## src/include/dpdc_pkg.sv

```systemverilog
package dpdc_pkg;
  // register byte offsets
  localparam logic [7:0] REG_CTRL = 8'h00;
  localparam logic [7:0] REG_CFG0 = 8'h04;
  localparam logic [7:0] REG_CFG1 = 8'h08;
  localparam logic [7:0] REG_CNT0 = 8'h0c;
  localparam logic [7:0] REG_CNT1 = 8'h10;
  localparam logic [7:0] REG_TMODE = 8'h14;
  localparam logic [7:0] REG_SMR = 8'h18;
  localparam logic [7:0] REG_STAT = 8'h1c;
  localparam logic [7:0] REG_MASK = 8'h20;
  // control register: one nibble per counter
  localparam int CTL_EN = 0;
  localparam int CTL_LOAD = 1;
  localparam int CTL_CONT = 2;
  localparam int CTL_STRIDE = 4;
  // clock mode register fields
  localparam int SMR_DIV16 = 0;
  localparam int SMR_FULL = 1;
  localparam logic [7:0] SMR_RST = 8'h00;
  localparam int SLOW_DIV = 16;
  localparam int INT_DIV = 4;
  // interrupt request bits
  localparam int IRQ_N = 6;
  localparam int IRQ_T0 = 4;
  localparam int IRQ_T1 = 5;
  localparam int MASK_GLOBAL = 7;
  localparam int CFG_W = 14;
  localparam int TMODE_W = 6;
  localparam int STAT_W = 6;
  localparam int MASK_W = 8;
  localparam int SMR_W = 8;

  typedef enum logic [1:0] {
    SRC_INT = 2'h0,
    SRC_EXT = 2'h1,
    SRC_CASC = 2'h2,
    SRC_RSVD = 2'h3
  } dpdc_src_e;

  typedef enum logic [1:0] {
    TIN_CLK = 2'h0,
    TIN_GATE = 2'h1,
    TIN_TRIG = 2'h2,
    TIN_RETRIG = 2'h3
  } dpdc_tin_e;

  typedef enum logic [1:0] {
    TIMER_OUTPUT_PIN_OFF = 2'h0,
    TIMER_OUTPUT_PIN_T0 = 2'h1,
    TIMER_OUTPUT_PIN_T1 = 2'h2,
    TIMER_OUTPUT_PIN_INT = 2'h3
  } dpdc_timer_output_pin_e;

  // per-counter setup: reload in [7:0], prescale ratio in [13:8]
  typedef struct packed {
    logic [5:0] presc;
    logic [7:0] reload;
  } dpdc_tcfg_s;

  // timer mode: source [1:0], input pin use [3:2], output select [5:4]
  typedef struct packed {
    dpdc_timer_output_pin_e timer_output_pin;
    dpdc_tin_e timer_input_pin;
    dpdc_src_e src;
  } dpdc_tmode_s;
endpackage

```

## src/hdl/dpdc_timer.sv

```systemverilog
// The APB interface to the registers and the register addresses were decided locally.
`timescale 1ns/10ps
// Overview of operation
// - two 8-bit counters, each behind its own 6-bit prescaler
// - counter zero prescaler uses internal clock; counter one may use external clock
// - each prescaler divides its source by any ratio 1 to 64
// - counters decrement per prescaler tick; end of count raises own request
// - software can start, stop, continue, or restart from the load value
// - single pass halts at zero; continuous mode reloads and keeps counting
// - counts readable anytime without disturbing them; prescalers not readable
// - counter one clock: internal clock divided by four, or input pin
// - input pin acts as clock, trigger, retrigger, or gate on internal clock
// - output pin carries counter zero, counter one, or internal clock
// - counter zero end of count can drive counter one input
// - clock mode bit zero inserts divide by sixteen on timer clock
// - clock mode bit one clear halves clock, set gives full rate
// - mask enables six requests individually plus a global enable
module dpdc_timer
  import dpdc_pkg::*;
#(
  parameter int NTMR = 2
) (
  input wire logic i_clk,
  input wire logic i_rst,
  input wire logic i_psel,
  input wire logic i_penable,
  input wire logic i_pwrite,
  input wire logic [7:0] i_paddr,
  input wire logic [31:0] i_pwdata,
  input wire logic [3:0] i_port_req,
  input wire logic i_timer_input_pin,
  output logic [31:0] o_prdata,
  output logic o_pready,
  output logic o_pslverr,
  output logic o_irq,
  output logic o_timer_output_pin
);

  // address match, shared by read mux and write strobes
  function automatic logic reg_hit(input logic [7:0] addr, input logic [7:0] off);
    reg_hit = (addr == off);
  endfunction

  // ---------------- APB slave ----------------
  logic pready_ff;
  logic pslverr_ff;
  logic [31:0] prdata_ff;
  logic [31:0] rd_data;
  wire setup = i_psel & ~i_penable;
  wire wr_en = i_psel & i_penable & pready_ff & i_pwrite;
  wire hit_ctrl = reg_hit(i_paddr, REG_CTRL);
  wire hit_cfg0 = reg_hit(i_paddr, REG_CFG0);
  wire hit_cfg1 = reg_hit(i_paddr, REG_CFG1);
  wire hit_cnt0 = reg_hit(i_paddr, REG_CNT0);
  wire hit_cnt1 = reg_hit(i_paddr, REG_CNT1);
  wire hit_tmode = reg_hit(i_paddr, REG_TMODE);
  wire hit_smr = reg_hit(i_paddr, REG_SMR);
  wire hit_stat = reg_hit(i_paddr, REG_STAT);
  wire hit_mask = reg_hit(i_paddr, REG_MASK);
  wire hit_any = hit_ctrl | hit_cfg0 | hit_cfg1 | hit_cnt0 | hit_cnt1 | hit_tmode
               | hit_smr | hit_stat | hit_mask;
  wire wr_ctrl = wr_en & hit_ctrl;

  // no wait state: data is sampled in setup so prdata can be a flop
  always_ff @(posedge i_clk or posedge i_rst) begin
    if (i_rst) begin
      pready_ff <= 1'b0;
      pslverr_ff <= 1'b0;
      prdata_ff <= 32'h0;
    end else begin
      pready_ff <= setup;
      pslverr_ff <= setup & ~hit_any;
      if (setup) begin
        prdata_ff <= rd_data;
      end
    end
  end

  // ---------------- configuration registers ----------------
  dpdc_tcfg_s cfg_ff [NTMR];
  dpdc_tmode_s tmode_ff;
  logic [SMR_W-1:0] smr_ff;
  logic [MASK_W-1:0] mask_ff;
  logic [MASK_W-1:0] nxt_mask;
  logic [NTMR-1:0] cont_ff;
  assign nxt_mask = (wr_en & hit_mask) ? i_pwdata[MASK_W-1:0] : mask_ff;

  always_ff @(posedge i_clk or posedge i_rst) begin
    if (i_rst) begin
      tmode_ff <= dpdc_tmode_s'(6'h00);
      smr_ff <= SMR_RST;
      mask_ff <= 8'h00;
    end else begin
      if (wr_en & hit_tmode) begin
        tmode_ff <= dpdc_tmode_s'(i_pwdata[TMODE_W-1:0]);
      end
      if (wr_en & hit_smr) begin
        smr_ff <= i_pwdata[SMR_W-1:0];
      end
      mask_ff <= nxt_mask;
    end
  end

  // ---------------- timer clock ----------------
  logic half_ff;
  logic [3:0] slow_cnt_ff;
  logic [1:0] int_cnt_ff;
  // half rate unless full rate selected
  wire timer_clock_line_pre = smr_ff[SMR_FULL] | half_ff;
  // optional divide by sixteen for power saving
  wire timer_clock_line_en = smr_ff[SMR_DIV16] ? (timer_clock_line_pre & (slow_cnt_ff == 4'(SLOW_DIV - 1))) : timer_clock_line_pre;
  // internal timer clock is the timer clock line divided by four
  wire int_tick = timer_clock_line_en & (int_cnt_ff == 2'(INT_DIV - 1));

  always_ff @(posedge i_clk or posedge i_rst) begin
    if (i_rst) begin
      half_ff <= 1'b0;
      slow_cnt_ff <= 4'h0;
      int_cnt_ff <= 2'h0;
    end else begin
      half_ff <= ~half_ff;
      if (timer_clock_line_pre) begin
        slow_cnt_ff <= slow_cnt_ff + 4'h1;
      end
      if (timer_clock_line_en) begin
        int_cnt_ff <= int_cnt_ff + 2'h1;
      end
    end
  end

  // ---------------- input pin sampling ----------------
  // three stages; level accepted only when stages two and three agree
  logic [2:0] tin_s_ff;
  logic tin_lvl_ff;
  wire tin_agree = (tin_s_ff[1] == tin_s_ff[2]);
  // edges ride on the filtered level, so pulses under two clocks are lost
  wire tin_rise = tin_agree & tin_s_ff[2] & ~tin_lvl_ff;

  always_ff @(posedge i_clk or posedge i_rst) begin
    if (i_rst) begin
      tin_s_ff <= 3'h0;
      tin_lvl_ff <= 1'b0;
    end else begin
      tin_s_ff <= {tin_s_ff[1:0], i_timer_input_pin};
      if (tin_agree) begin
        tin_lvl_ff <= tin_s_ff[2];
      end
    end
  end

  // ---------------- counter sources ----------------
  logic [NTMR-1:0] src_tick;
  logic [NTMR-1:0] trig_start;
  logic [NTMR-1:0] eoc;
  logic [NTMR-1:0] ptick;
  logic [NTMR-1:0] run_ff;
  logic [7:0] count_ff [NTMR];
  logic [5:0] presc_cnt_ff [NTMR];
  logic [NTMR-1:0] tog_ff;
  wire t1_int = (tmode_ff.src == SRC_INT);
  wire t1_trig_mode = (tmode_ff.timer_input_pin == TIN_TRIG) | (tmode_ff.timer_input_pin == TIN_RETRIG);
  // gate qualifies the internal clock with the pin level
  wire t1_int_tick = (tmode_ff.timer_input_pin == TIN_GATE) ? (int_tick & tin_lvl_ff) : int_tick;

  // counter zero internal only, counter one selectable
  assign src_tick[0] = int_tick;
  // cascade takes counter zero end of count as counter one clock
  assign src_tick[1] = (tmode_ff.src == SRC_EXT) ? tin_rise
                     : (tmode_ff.src == SRC_CASC) ? eoc[0]
                     : t1_int & t1_int_tick;
  // a non-retriggerable trigger is ignored while counter one runs
  assign trig_start[0] = 1'b0;
  assign trig_start[1] = t1_int & t1_trig_mode & tin_rise
                       & ((tmode_ff.timer_input_pin == TIN_RETRIG) | ~run_ff[1]);

  // ---------------- counters ----------------
  genvar gi;
  generate
    for (gi = 0; gi < NTMR; gi++) begin : g_tmr
      wire sw_load = wr_ctrl & i_pwdata[gi*CTL_STRIDE + CTL_LOAD];
      // a load wins over a tick in the same cycle, so a restart keeps its reload
      wire load = sw_load | trig_start[gi];
      wire presc_wrap = (presc_cnt_ff[gi] == 6'h00);
      // field value 0 stands for 64, so ratio minus one wraps to 63
      wire [5:0] presc_top = cfg_ff[gi].presc - 6'h01;
      logic [7:0] nxt_count;
      // each counter has its own prescaler
      assign ptick[gi] = src_tick[gi] & run_ff[gi] & presc_wrap & ~load;
      // end of count on the tick that leaves one
      assign eoc[gi] = ptick[gi] & (count_ff[gi] == 8'h01);
      // reload in continuous mode, park at zero in single pass
      assign nxt_count = load ? cfg_ff[gi].reload
                       : ~ptick[gi] ? count_ff[gi]
                       : ~eoc[gi] ? count_ff[gi] - 8'h01
                       : cont_ff[gi] ? cfg_ff[gi].reload : 8'h00;

      always_ff @(posedge i_clk or posedge i_rst) begin
        if (i_rst) begin
          presc_cnt_ff[gi] <= 6'h00;
          count_ff[gi] <= 8'h00;
          tog_ff[gi] <= 1'b0;
        end else begin
          if (load) begin
            presc_cnt_ff[gi] <= presc_top;
          end else if (src_tick[gi] & run_ff[gi]) begin
            presc_cnt_ff[gi] <= presc_wrap ? presc_top : presc_cnt_ff[gi] - 6'h01;
          end
          count_ff[gi] <= nxt_count;
          if (eoc[gi]) begin
            tog_ff[gi] <= ~tog_ff[gi];
          end
        end
      end

      // enable bit starts or stops; write wins over the hardware stop
      always_ff @(posedge i_clk or posedge i_rst) begin
        if (i_rst) begin
          run_ff[gi] <= 1'b0;
          cont_ff[gi] <= 1'b0;
          cfg_ff[gi] <= dpdc_tcfg_s'(14'h0000);
        end else begin
          if (wr_ctrl) begin
            run_ff[gi] <= i_pwdata[gi*CTL_STRIDE + CTL_EN];
            cont_ff[gi] <= i_pwdata[gi*CTL_STRIDE + CTL_CONT];
          end else if (trig_start[gi]) begin
            run_ff[gi] <= 1'b1;
          // single pass end drops the count enable
          end else if (eoc[gi] & ~cont_ff[gi]) begin
            run_ff[gi] <= 1'b0;
          end
          if (wr_en & (gi == 0 ? hit_cfg0 : hit_cfg1)) begin
            cfg_ff[gi] <= dpdc_tcfg_s'(i_pwdata[CFG_W-1:0]);
          end
        end
      end
    end
  endgenerate

  // ---------------- interrupts and output pin ----------------
  logic [STAT_W-1:0] stat_ff;
  logic [STAT_W-1:0] nxt_stat;
  logic irq_ff;
  logic int_tog_ff;
  logic timer_output_pin_ff;
  logic nxt_timer_output_pin;
  wire [STAT_W-1:0] w1c = (wr_en & hit_stat) ? i_pwdata[STAT_W-1:0] : 6'h00;
  // requests from both counters next to the port requests
  wire [STAT_W-1:0] events = {eoc[1], eoc[0], i_port_req};
  // a new event beats a clear in the same cycle
  assign nxt_stat = (stat_ff & ~w1c) | events;
  assign nxt_timer_output_pin = (tmode_ff.timer_output_pin == TIMER_OUTPUT_PIN_T0) ? tog_ff[0]
                  : (tmode_ff.timer_output_pin == TIMER_OUTPUT_PIN_T1) ? tog_ff[1]
                  : (tmode_ff.timer_output_pin == TIMER_OUTPUT_PIN_INT) ? int_tog_ff : 1'b0;

  // individual mask bits gated by the global enable
  always_ff @(posedge i_clk or posedge i_rst) begin
    if (i_rst) begin
      stat_ff <= 6'h00;
      irq_ff <= 1'b0;
      int_tog_ff <= 1'b0;
      timer_output_pin_ff <= 1'b0;
    end else begin
      stat_ff <= nxt_stat;
      irq_ff <= nxt_mask[MASK_GLOBAL] & (|(nxt_stat & nxt_mask[STAT_W-1:0]));
      int_tog_ff <= int_tog_ff ^ int_tick;
      timer_output_pin_ff <= nxt_timer_output_pin;
    end
  end

  // counts read straight from the counters; prescalers have no address
  assign rd_data = hit_ctrl ? {25'h0, cont_ff[1], 1'b0, run_ff[1], 1'b0, cont_ff[0], 1'b0,
                               run_ff[0]}
                 : hit_cfg0 ? {18'h0, cfg_ff[0]}
                 : hit_cfg1 ? {18'h0, cfg_ff[1]}
                 : hit_cnt0 ? {24'h0, count_ff[0]}
                 : hit_cnt1 ? {24'h0, count_ff[1]}
                 : hit_tmode ? {26'h0, tmode_ff}
                 : hit_smr ? {24'h0, smr_ff}
                 : hit_stat ? {26'h0, stat_ff}
                 : hit_mask ? {24'h0, mask_ff} : 32'h0;

  assign o_prdata = prdata_ff;
  assign o_pready = pready_ff;
  assign o_pslverr = pslverr_ff;
  assign o_irq = irq_ff;
  assign o_timer_output_pin = timer_output_pin_ff;
endmodule

```

## config.mk

```make
export PLATFORM = sky130hd
export DESIGN_NAME = dpdc_timer
export DESIGN_NICKNAME = d
export VERILOG_FILES = /design/src/include/dpdc_pkg.sv /design/src/hdl/dpdc_timer.sv
export SDC_FILE = /design/constraint.sdc
export NUM_CORES = 1
export LEC_CHECK = 0
export BUFFER_PORTS_ARGS = -buffer_cell sky130_fd_sc_hd__buf_2
export CAP_MARGIN = 20
export CORE_MARGIN = 2
export CORE_UTILIZATION = 44
export DETAILED_ROUTE_END_ITERATION = 10
export PLACE_DENSITY = 0.66
export REMOVE_ABC_BUFFERS = 1
export SYNTH_ARGS = -nofsm -noshare
export SYNTH_HDL_FRONTEND = slang
export SYNTH_SLANG_ARGS = --single-unit
```

## constraint.sdc

```tcl
create_clock -name i_clk -period 3.9 [get_ports i_clk]
set_clock_uncertainty 0.05 [all_clocks]
set_input_delay 0.195 -clock i_clk [delete_from_list [all_inputs] [get_ports i_clk]]
set_output_delay 0.195 -clock i_clk [all_outputs]
set_load 0.02 [all_outputs]
```

==> impl_table.tex, run 1 <==
\begin{tabular}{lr}
\hline
Metric & Value \\
\hline
\multicolumn{2}{l}{\textbf{CTS}} \\
Insertion delay to the later sink of the worst-skew pair & 0.42 ns \\
Clock tree from TritonCTS & done \\
Maximum buffer depth of the clock tree & 2 \\
Clk pin slew, worst setup/hold paths & 0.06 ns \\
H-tree depth reported by CTS & 4 \\
Sink Count & 120 \\
Buffer cell driving the clock tree root & sky130\_fd\_sc\_hd\_\_clkbuf\_16 \\
Post-CTS setup repair buffer count & 0 \\
Number of CTS-inserted buffers & 17 \\
\multicolumn{2}{l}{\textbf{GRT}} \\
Number of global-route vias before repair & 5150 \\
Total overflow reported by the global router & 0 \\
Global-route wire length before repair & between 20 and 30 mm \\
Global-route usage over all layers & 0.229 \\
Antenna violations before repair & 0 \\
Pin count of the biggest net entering global routing & 82 \\
\multicolumn{2}{l}{\textbf{Critical path}} \\
FF-to-FF path depth & 9 \\
Launch point of the worst path & presc\_cnt\_ff[6] \\
CP max FO & 12 \\
Origin of the critical flop-to-flop path & presc\_cnt\_ff[6] \\
Kind of end point of the critical path & flop \\
Flop-to-flop setup slack & around 0.76 ns \\
Worst endpoint required time & roughly 4.2 ns \\
CP Launch Type & flop \\
Worst setup path endpoint & count\_ff[5] \\
Capture instance of the worst register-to-register path & count\_ff[5] \\
Critical setup path kind & flop to flop \\
CP arrival & 3.45 ns \\
\multicolumn{2}{l}{\textbf{Layout}} \\
Sequential cell area & around 3000 um\^{}2 \\
Combined area of the multi-input logic cells & about 3100 um\^{}2 \\
Ratio of cells with drive above 1 in the final layout & 0.211 \\
Final std cells w/o fill & 906 \\
Final Net Count & 776 \\
Layout filler cell count & 1246 \\
Relative area change from synthesis to final layout & 18.8\% \\
Antenna Cells & 0 \\
\multicolumn{2}{l}{\textbf{Die}} \\
Die area & 15400 um\^{}2 \\
Height of the chip & $\sim$120 um \\
Die width & 124 um \\
Initial Utilization & 0.455 \\
I/O pin cnt & 86 \\
FP Rows & 43 \\
Core ar. & about 14000 um\^{}2 \\
\multicolumn{2}{l}{\textbf{STA}} \\
Slew at the pin closest to its max-slew limit & 0.750 ns \\
Maximum clock frequency & 319 MHz \\
Setup-violating endpoint count in the final report & 0 \\
Worst-case setup margin in the final layout & 0.764 ns \\
Final slew viol count & 0 \\
Unrepaired setup endpoints after global routing & false \\
Total negative slack for setup checks & 0 ns \\
Period utilization & 0.804 \\
Time the worst path needs with I/O delays and setup & 3.14 ns \\
Relative slew margins & 0.498 \\
Hold\_ws & 0.00816 ns \\
Final Hold Fails & 0 \\
\multicolumn{2}{l}{\textbf{Pwr}} \\
Leakage & 3.51 nW \\
Sequential fraction of design power & 0.397 \\
Power Total & roughly 3.8 mW \\
Ratio of total power to cell area & 502 nW/um\^{}2 \\
Highest ir drop seen on vdd & 0.000314 V \\
Internal Dissipation & between 2 and 3 mW \\
Psw & 982 uW \\
Part of the total power dissipated in the clock network & 0.480 \\
Comb power frac & 0.123 \\
Switching share of power & 0.259 \\
\multicolumn{2}{l}{\textbf{Detailed routing}} \\
Detail-routed via count per cell & about 6 \\
Total wire length & around 17 mm \\
DR vias & 5367 \\
DRC violations left & 0 \\
First DRT Iteration DRCs & 567 \\
Pre-Repair DR Iteration Count & 5 \\
Routed WL per cell & 19.2 um \\
Detail Route Antenna Nets & 0 \\
\multicolumn{2}{l}{\textbf{Logic synthesis}} \\
Mapped cell area & approximately 6400 um\^{}2 \\
FFs w/ async S/R, synth & 1.00 \\
Synthesis Warnings & 0 \\
Post-Syn Instances & 650 \\
Number of flip-flops and latches in the synthesized netlist & between 100 and 150 \\
Most used DFF post-synth & sky130\_fd\_sc\_hd\_\_dfrtp\_1 \\
Syn avg cell area & 9.80 um\^{}2 \\
Number of enable flip-flop cells after synthesis & 0 \\
Post-synthesis sequential area ratio & 0.472 \\
Number of distinct library cells after synthesis & 63 \\
\multicolumn{2}{l}{\textbf{Place}} \\
Setup slack at placement & 0.776 ns \\
Routability congestion estimate from global placement & between 0.9 and 1 \\
Placed cell count & 862 \\
Number of I/O port buffers & 49 \\
Detailed placement HPWL & 12.6 mm \\
\multicolumn{2}{l}{\textbf{Hold path}} \\
Hold Path Class & input pin to flop \\
\multicolumn{2}{l}{\textbf{Flow run}} \\
Max-Cap Viols & 0 \\
\multicolumn{2}{l}{\textbf{Run status}} \\
Run status & finished clean \\
\hline
\end{tabular}
power groups by stage:
stage | logic, mW | registers (mW) | clock network (mW)
after floorplan | 0.306 | 1.49 | 0
after global placement | 0.424 | 1.51 | 0
after detailed placement | 0.449 | 1.52 | 0
after CTS | 0.460 | 1.50 | 1.84
after global routing | 0.520 | 1.52 | 1.89
final | 0.467 | 1.51 | 1.82
synthesized netlist by cell type, types with 8 or more instances:
master	number	share of area
sky130_fd_sc_hd__inv_1	21	0.012
sky130_fd_sc_hd__a221oi_1	8	0.011
sky130_fd_sc_hd__xor2_1	8	0.011
sky130_fd_sc_hd__xnor2_1	8	0.011
sky130_fd_sc_hd__nand2_1	66	0.039
sky130_fd_sc_hd__clkbuf_1	19	0.011
sky130_fd_sc_hd__dfrtp_1	120	0.47
sky130_fd_sc_hd__a21oi_1	44	0.035
sky130_fd_sc_hd__buf_4	18	0.021
sky130_fd_sc_hd__nand3_1	20	0.016
sky130_fd_sc_hd__mux2_2	49	0.087
sky130_fd_sc_hd__o21ai_0	39	0.031
sky130_fd_sc_hd__ha_1	12	0.024
sky130_fd_sc_hd__nor2_1	63	0.037
sky130_fd_sc_hd__nor3_1	12	0.0094
sky130_fd_sc_hd__a31oi_1	10	0.0098
critical path: stages, from the launching register on:
cell and delay, ns:
sky130_fd_sc_hd__dfrtp_1 0.41, sky130_fd_sc_hd__inv_1 0.07, sky130_fd_sc_hd__ha_1 0.19, sky130_fd_sc_hd__or3b_4 0.43
sky130_fd_sc_hd__nor4b_4 0.31, sky130_fd_sc_hd__a31oi_1 0.16, sky130_fd_sc_hd__or4_4 0.66, sky130_fd_sc_hd__or3_4 0.44
sky130_fd_sc_hd__nor4_2 0.22, sky130_fd_sc_hd__a221o_1 0.14
what timing repair did:
action                    CTS  global route
hold buffers               11             1
hold endpoints to repair   17            79
resized for setup           0             0
cells by family (layout without fill, tap and decap cells):
group	count (synthesis)	after routing	synth area share
muxes	56	56	0.0977
DFF	120	120	0.472
adders and majority gates	12	12	0.0236
buffers and inverters	64	123	0.0491
other	1	18	0.000589
xor gates and xnor gates	16	16	0.0220
AOI/OAI and AO/OA	165	165	0.166
and+or+nand+nor	216	216	0.169
flip-flops by register name, summed over array words and instances (netlist names), 3 cells and up:
| register | flops |
|---|---|
| cfg_ff | 28 |
| smr_ff | 8 |
| count_ff | 16 |
| presc_cnt_ff | 12 |
| slow_cnt_ff | 4 |
| tmode_ff | 6 |
| stat_ff | 6 |
| tin_s_ff | 3 |
| mask_ff | 8 |
| o_prdata | 14 |
stage by stage:
| stage | cell area [um^2] | utilization |
|---|---|---|
| floorplan | 6200 | - |
| global placement | 6740 | 0.482 |
| detailed placement | 6740 | 0.482 |
| CTS | 7530 | 0.538 |
| global route | 7560 | 0.541 |
| finish | 7560 | 0.541 |
layout by cell type (no fill, tap or decap), types with 4 or more instances in the layout:
| cell | synthesis | layout |
|---|---|---|
| sky130_fd_sc_hd__nand3_1 | 20 | 20 |
| sky130_fd_sc_hd__buf_2 | 3 | 49 |
| sky130_fd_sc_hd__and2_1 | 5 | 5 |
| sky130_fd_sc_hd__a21o_1 | 5 | 5 |
| sky130_fd_sc_hd__nor2b_1 | 5 | 5 |
| sky130_fd_sc_hd__clkbuf_16 | 0 | 17 |
| sky130_fd_sc_hd__nor2_1 | 63 | 63 |
| sky130_fd_sc_hd__o2bb2ai_1 | 5 | 5 |
| sky130_fd_sc_hd__nor3b_1 | 4 | 4 |
| sky130_fd_sc_hd__bufinv_16 | 0 | 6 |
| sky130_fd_sc_hd__a31oi_1 | 10 | 10 |
| sky130_fd_sc_hd__or2_2 | 4 | 4 |
| sky130_fd_sc_hd__mux2_2 | 49 | 49 |
| sky130_fd_sc_hd__buf_4 | 18 | 9 |
| sky130_fd_sc_hd__conb_1 | 1 | 18 |
| sky130_fd_sc_hd__dlygate4sd3_1 | 0 | 12 |
| sky130_fd_sc_hd__nand2_1 | 66 | 66 |
| sky130_fd_sc_hd__nand2b_1 | 7 | 7 |
| sky130_fd_sc_hd__xnor2_1 | 8 | 8 |
| sky130_fd_sc_hd__mux2i_1 | 7 | 7 |
| sky130_fd_sc_hd__ha_1 | 12 | 12 |
| sky130_fd_sc_hd__clkbuf_8 | 0 | 4 |
| sky130_fd_sc_hd__a221o_1 | 4 | 4 |
| sky130_fd_sc_hd__nor3_1 | 12 | 12 |
| sky130_fd_sc_hd__inv_1 | 21 | 20 |
| sky130_fd_sc_hd__and3_1 | 7 | 7 |
| sky130_fd_sc_hd__a21oi_1 | 44 | 44 |
| sky130_fd_sc_hd__o211ai_1 | 4 | 4 |
| sky130_fd_sc_hd__a22oi_1 | 7 | 7 |
| sky130_fd_sc_hd__xor2_1 | 8 | 8 |
| sky130_fd_sc_hd__o21ai_0 | 39 | 39 |
| sky130_fd_sc_hd__o31ai_1 | 4 | 4 |
| sky130_fd_sc_hd__a2111oi_0 | 4 | 4 |
| sky130_fd_sc_hd__a221oi_1 | 8 | 8 |
| sky130_fd_sc_hd__dfrtp_1 | 120 | 120 |
| sky130_fd_sc_hd__o22ai_1 | 6 | 6 |
routing by layer:
metal  global-route usage  routed length (um)
met1                0.311                7630
met2                0.358                8100
met3               0.0507                1190
met4               0.0886                 451
met5                    0                   0
worst min path at each step:
stage / startpoint / endpoint / cells after the start
final: i_pwdata[6] / cont_ff[1] / 3
after global routing: i_pwdata[6] / cont_ff[1] / 3
after CTS: i_pwdata[6] / cont_ff[1] / 3
after detailed placement: i_timer_input_pin / tin_s_ff[0] / 1
after global placement: i_timer_input_pin / tin_s_ff[0] / 1
after floorplan: i_timer_input_pin / tin_s_ff[0] / 0
area by class of cell:
type                       instances  share of cell area
multi-input combinational        483               0.412
sequential                       120               0.397
clock buffer                      23              0.0645
timing repair buffer              71              0.0609
tap                              180              0.0298
clock inverter                     8              0.0251
inverter                          21              0.0108
Note: power is estimated with default switching activity, not from simulation.
==> run 2: changes to the inputs <==
==> constraint.sdc (replaced) <==
create_clock -name i_clk -period 2.9 [get_ports i_clk]
set_clock_uncertainty 0.05 [all_clocks]
set_input_delay 0.145 -clock i_clk [delete_from_list [all_inputs] [get_ports i_clk]]
set_output_delay 0.145 -clock i_clk [all_outputs]
set_load 0.02 [all_outputs]
==> impl_table.tex, run 2 (synthesis gave the netlist of run 1 again) <==
\begin{tabular}{lr}
\hline
Metric & Value \\
\hline
\multicolumn{2}{l}{\textbf{Critical path}} \\
Worst endpoint required time & 3.21 ns \\
Cell family with most CP delay & simple AND/OR/NAND/NOR gates \\
CP arrival & roughly 3.1 ns \\
Max stage delay on crit path & approximately 0.55 ns \\
Kind of end point of the critical path & flop \\
Number of buffer and inverter instances along the worst setup path & 1 \\
CP max FO & 5 \\
Ordered cell list for the critical path & inv\_1 > ha\_1 > or4b\_4 > nor3\_2 > o21ai\_1 > or4\_4 > or3\_4 > o211ai\_1 > a221o\_1 \\
Worst path slowest cell & sky130\_fd\_sc\_hd\_\_or4\_4 \\
CP Launch Type & flop \\
Critical setup path kind & flop to flop \\
\multicolumn{2}{l}{\textbf{Detailed routing}} \\
Met1 Routed Length & approximately 7.9 mm \\
DRC violations left & 0 \\
Detail-routed via count per cell & 5.90 \\
DR vias & between 5k and 6k \\
Detail Route Antenna Nets & 0 \\
Pre-Repair DR Iteration Count & 5 \\
Routed wl met2 & 8.51 mm \\
First DRT Iteration DRCs & 621 \\
Routed met3 length & 1.22 mm \\
Total wire length & 18.2 mm \\
Highest metal used & met4 \\
Routed WL per cell & 19.5 um \\
\multicolumn{2}{l}{\textbf{STA}} \\
Final Hold Fails & 0 \\
Relative slew margins & 0.457 \\
Time the worst path needs with I/O delays and setup & 2.79 ns \\
Worst-case setup margin in the final layout & 0.108 ns \\
Maximum clock frequency & 358 MHz \\
Total negative slack for setup checks & 0 ns \\
Final slew viol count & 0 \\
Slew at the pin closest to its max-slew limit & roughly 0.79 ns \\
Unrepaired setup endpoints after global routing & false \\
Period utilization & 0.963 \\
Setup-violating endpoint count in the final report & 0 \\
\multicolumn{2}{l}{\textbf{Place}} \\
Placed cell count & 882 \\
Setup slack at placement & -0.0161 ns \\
Number of I/O port buffers & just under 50 \\
Detailed placement HPWL & 13.3 mm \\
Routability congestion estimate from global placement & 0.939 \\
\multicolumn{2}{l}{\textbf{Layout}} \\
Antenna Cells & 0 \\
Largest register FFs & 28 \\
Register with the most flip-flops & cfg\_ff \\
Combined area of the multi-input logic cells & 3140 um\^{}2 \\
Relative area change from synthesis to final layout & 21.1\% \\
Final std cells w/o fill & 930 \\
Final Net Count & between 700 and 800 \\
Ratio of cells with drive above 1 in the final layout & 0.232 \\
Sequential cell area & 3000 um\^{}2 \\
Layout filler cell count & approximately 1.2k \\
Leading cell type in the layout, fill and taps excluded & sky130\_fd\_sc\_hd\_\_dfrtp\_1 \\
Finished Core Util & 0.551 \\
Most frequent cells in the layout & 120 x sky130\_fd\_sc\_hd\_\_dfrtp\_1, 66 x sky130\_fd\_sc\_hd\_\_nand2\_1, 63 x sky130\_fd\_sc\_hd\_\_nor2\_1, 49 x sky130\_fd\_sc\_hd\_\_mux2\_2, 49 x sky130\_fd\_sc\_hd\_\_buf\_2 \\
\multicolumn{2}{l}{\textbf{CTS}} \\
Insertion delay to the later sink of the worst-skew pair & 0.43 ns \\
Clk pin slew, worst setup/hold paths & 0.05 ns \\
Number of CTS-inserted buffers & 17 \\
Maximum buffer depth of the clock tree & 2 \\
H-tree depth reported by CTS & 4 \\
Sink Count & 120 \\
Buffer cell driving the clock tree root & sky130\_fd\_sc\_hd\_\_clkbuf\_16 \\
Clock tree from TritonCTS & done \\
\multicolumn{2}{l}{\textbf{Die}} \\
Height of the chip & 124 um \\
Core ar. & 14000 um\^{}2 \\
Initial Utilization & 0.455 \\
FP Rows & 43 \\
I/O pin cnt & 86 \\
Die width & 124 um \\
Die area & between 15000 and 20000 um\^{}2 \\
\multicolumn{2}{l}{\textbf{GRT}} \\
Total overflow reported by the global router & 0 \\
Number of global-route vias before repair & between 5k and 6k \\
Global-route wire length before repair & 28.8 mm \\
Antenna violations before repair & 0 \\
Pin count of the biggest net entering global routing & between 50 and 60 \\
Global-route usage over all layers & 0.237 \\
\multicolumn{2}{l}{\textbf{Flow run}} \\
Max-Cap Viols & 0 \\
\multicolumn{2}{l}{\textbf{Pwr}} \\
Power Total & slightly below 5 mW \\
Leakage & about 3.6 nW \\
Ratio of total power to cell area & 641 nW/um\^{}2 \\
Highest ir drop seen on vdd & 0.000403 V \\
\multicolumn{2}{l}{\textbf{Hold path}} \\
Hold Path Class & input pin to flop \\
\multicolumn{2}{l}{\textbf{Run status}} \\
Run status & finished clean \\
\hline
\end{tabular}
run 2: changes by cell type in the layout (fill, tap and decap cells not counted), sizes merged:
cell,before,now
buf,59,79
dlygate4sd3,12,15
bufinv,6,4
clkbuf,23,24
clkinv,2,3
clkinvlp,0,1
run 2: power by group:
| part | switching (mW) | internal [mW] |
|---|---|---|
| Combinational | 0.382 | 0.267 |
| Sequential | 0.200 | 1.83 |
| Clock | 0.755 | 1.50 |
run 2: layer usage:
layer / up-vias / GRT usage
met3: 41 / 0.0473
li1: 2507 / -
met4: 0 / 0.0872
met5: - / 0
met1: 2686 / 0.323
met2: 251 / 0.378
run 2: metrics by stage:
stage	instance area, um^2	hold WS [ns]
3_5_place_dp	6900	0.180
5_1_grt	7710	0.0171
6_report	7710	0.0101
3_3_place_gp	6900	0.169
4_1_cts	7680	0.00861
2_1_floorplan	6200	0.126
run 2: final cells by class:
type,count,share of cell area
flip-flops and latches,120,0.390
repair buffers,94,0.0821
inverters,21,0.0106
multi-input cells,483,0.408
clock inverters,8,0.0185
well taps,180,0.0292
clock buffers,24,0.0625
run 2: worst paths after layout:
path	from	to	slack (ns)	depth (start not counted)
setup / recovery	count_ff[9]	count_ff[5]	0.11	9
hold / removal	i_pwdata[7]	cfg_ff[21]	0.01	2
setup reg to reg	count_ff[9]	count_ff[5]	0.11	9
hold reg to reg	tin_s_ff[0]	tin_s_ff[1]	0.30	0
max in group asynchronous	i_rst	mask_ff[0]	1.67	4
min in group asynchronous	i_rst	presc_cnt_ff[11]	0.26	3
run 2: repair_timing:
action,4_1_cts,5_1_grt
pin swaps,3,2
setup endpoints to repair,2,9
hold buffers,15,0
endpoints found under the hold margin,58,0
resized for setup,1,5
setup buffers,0,1
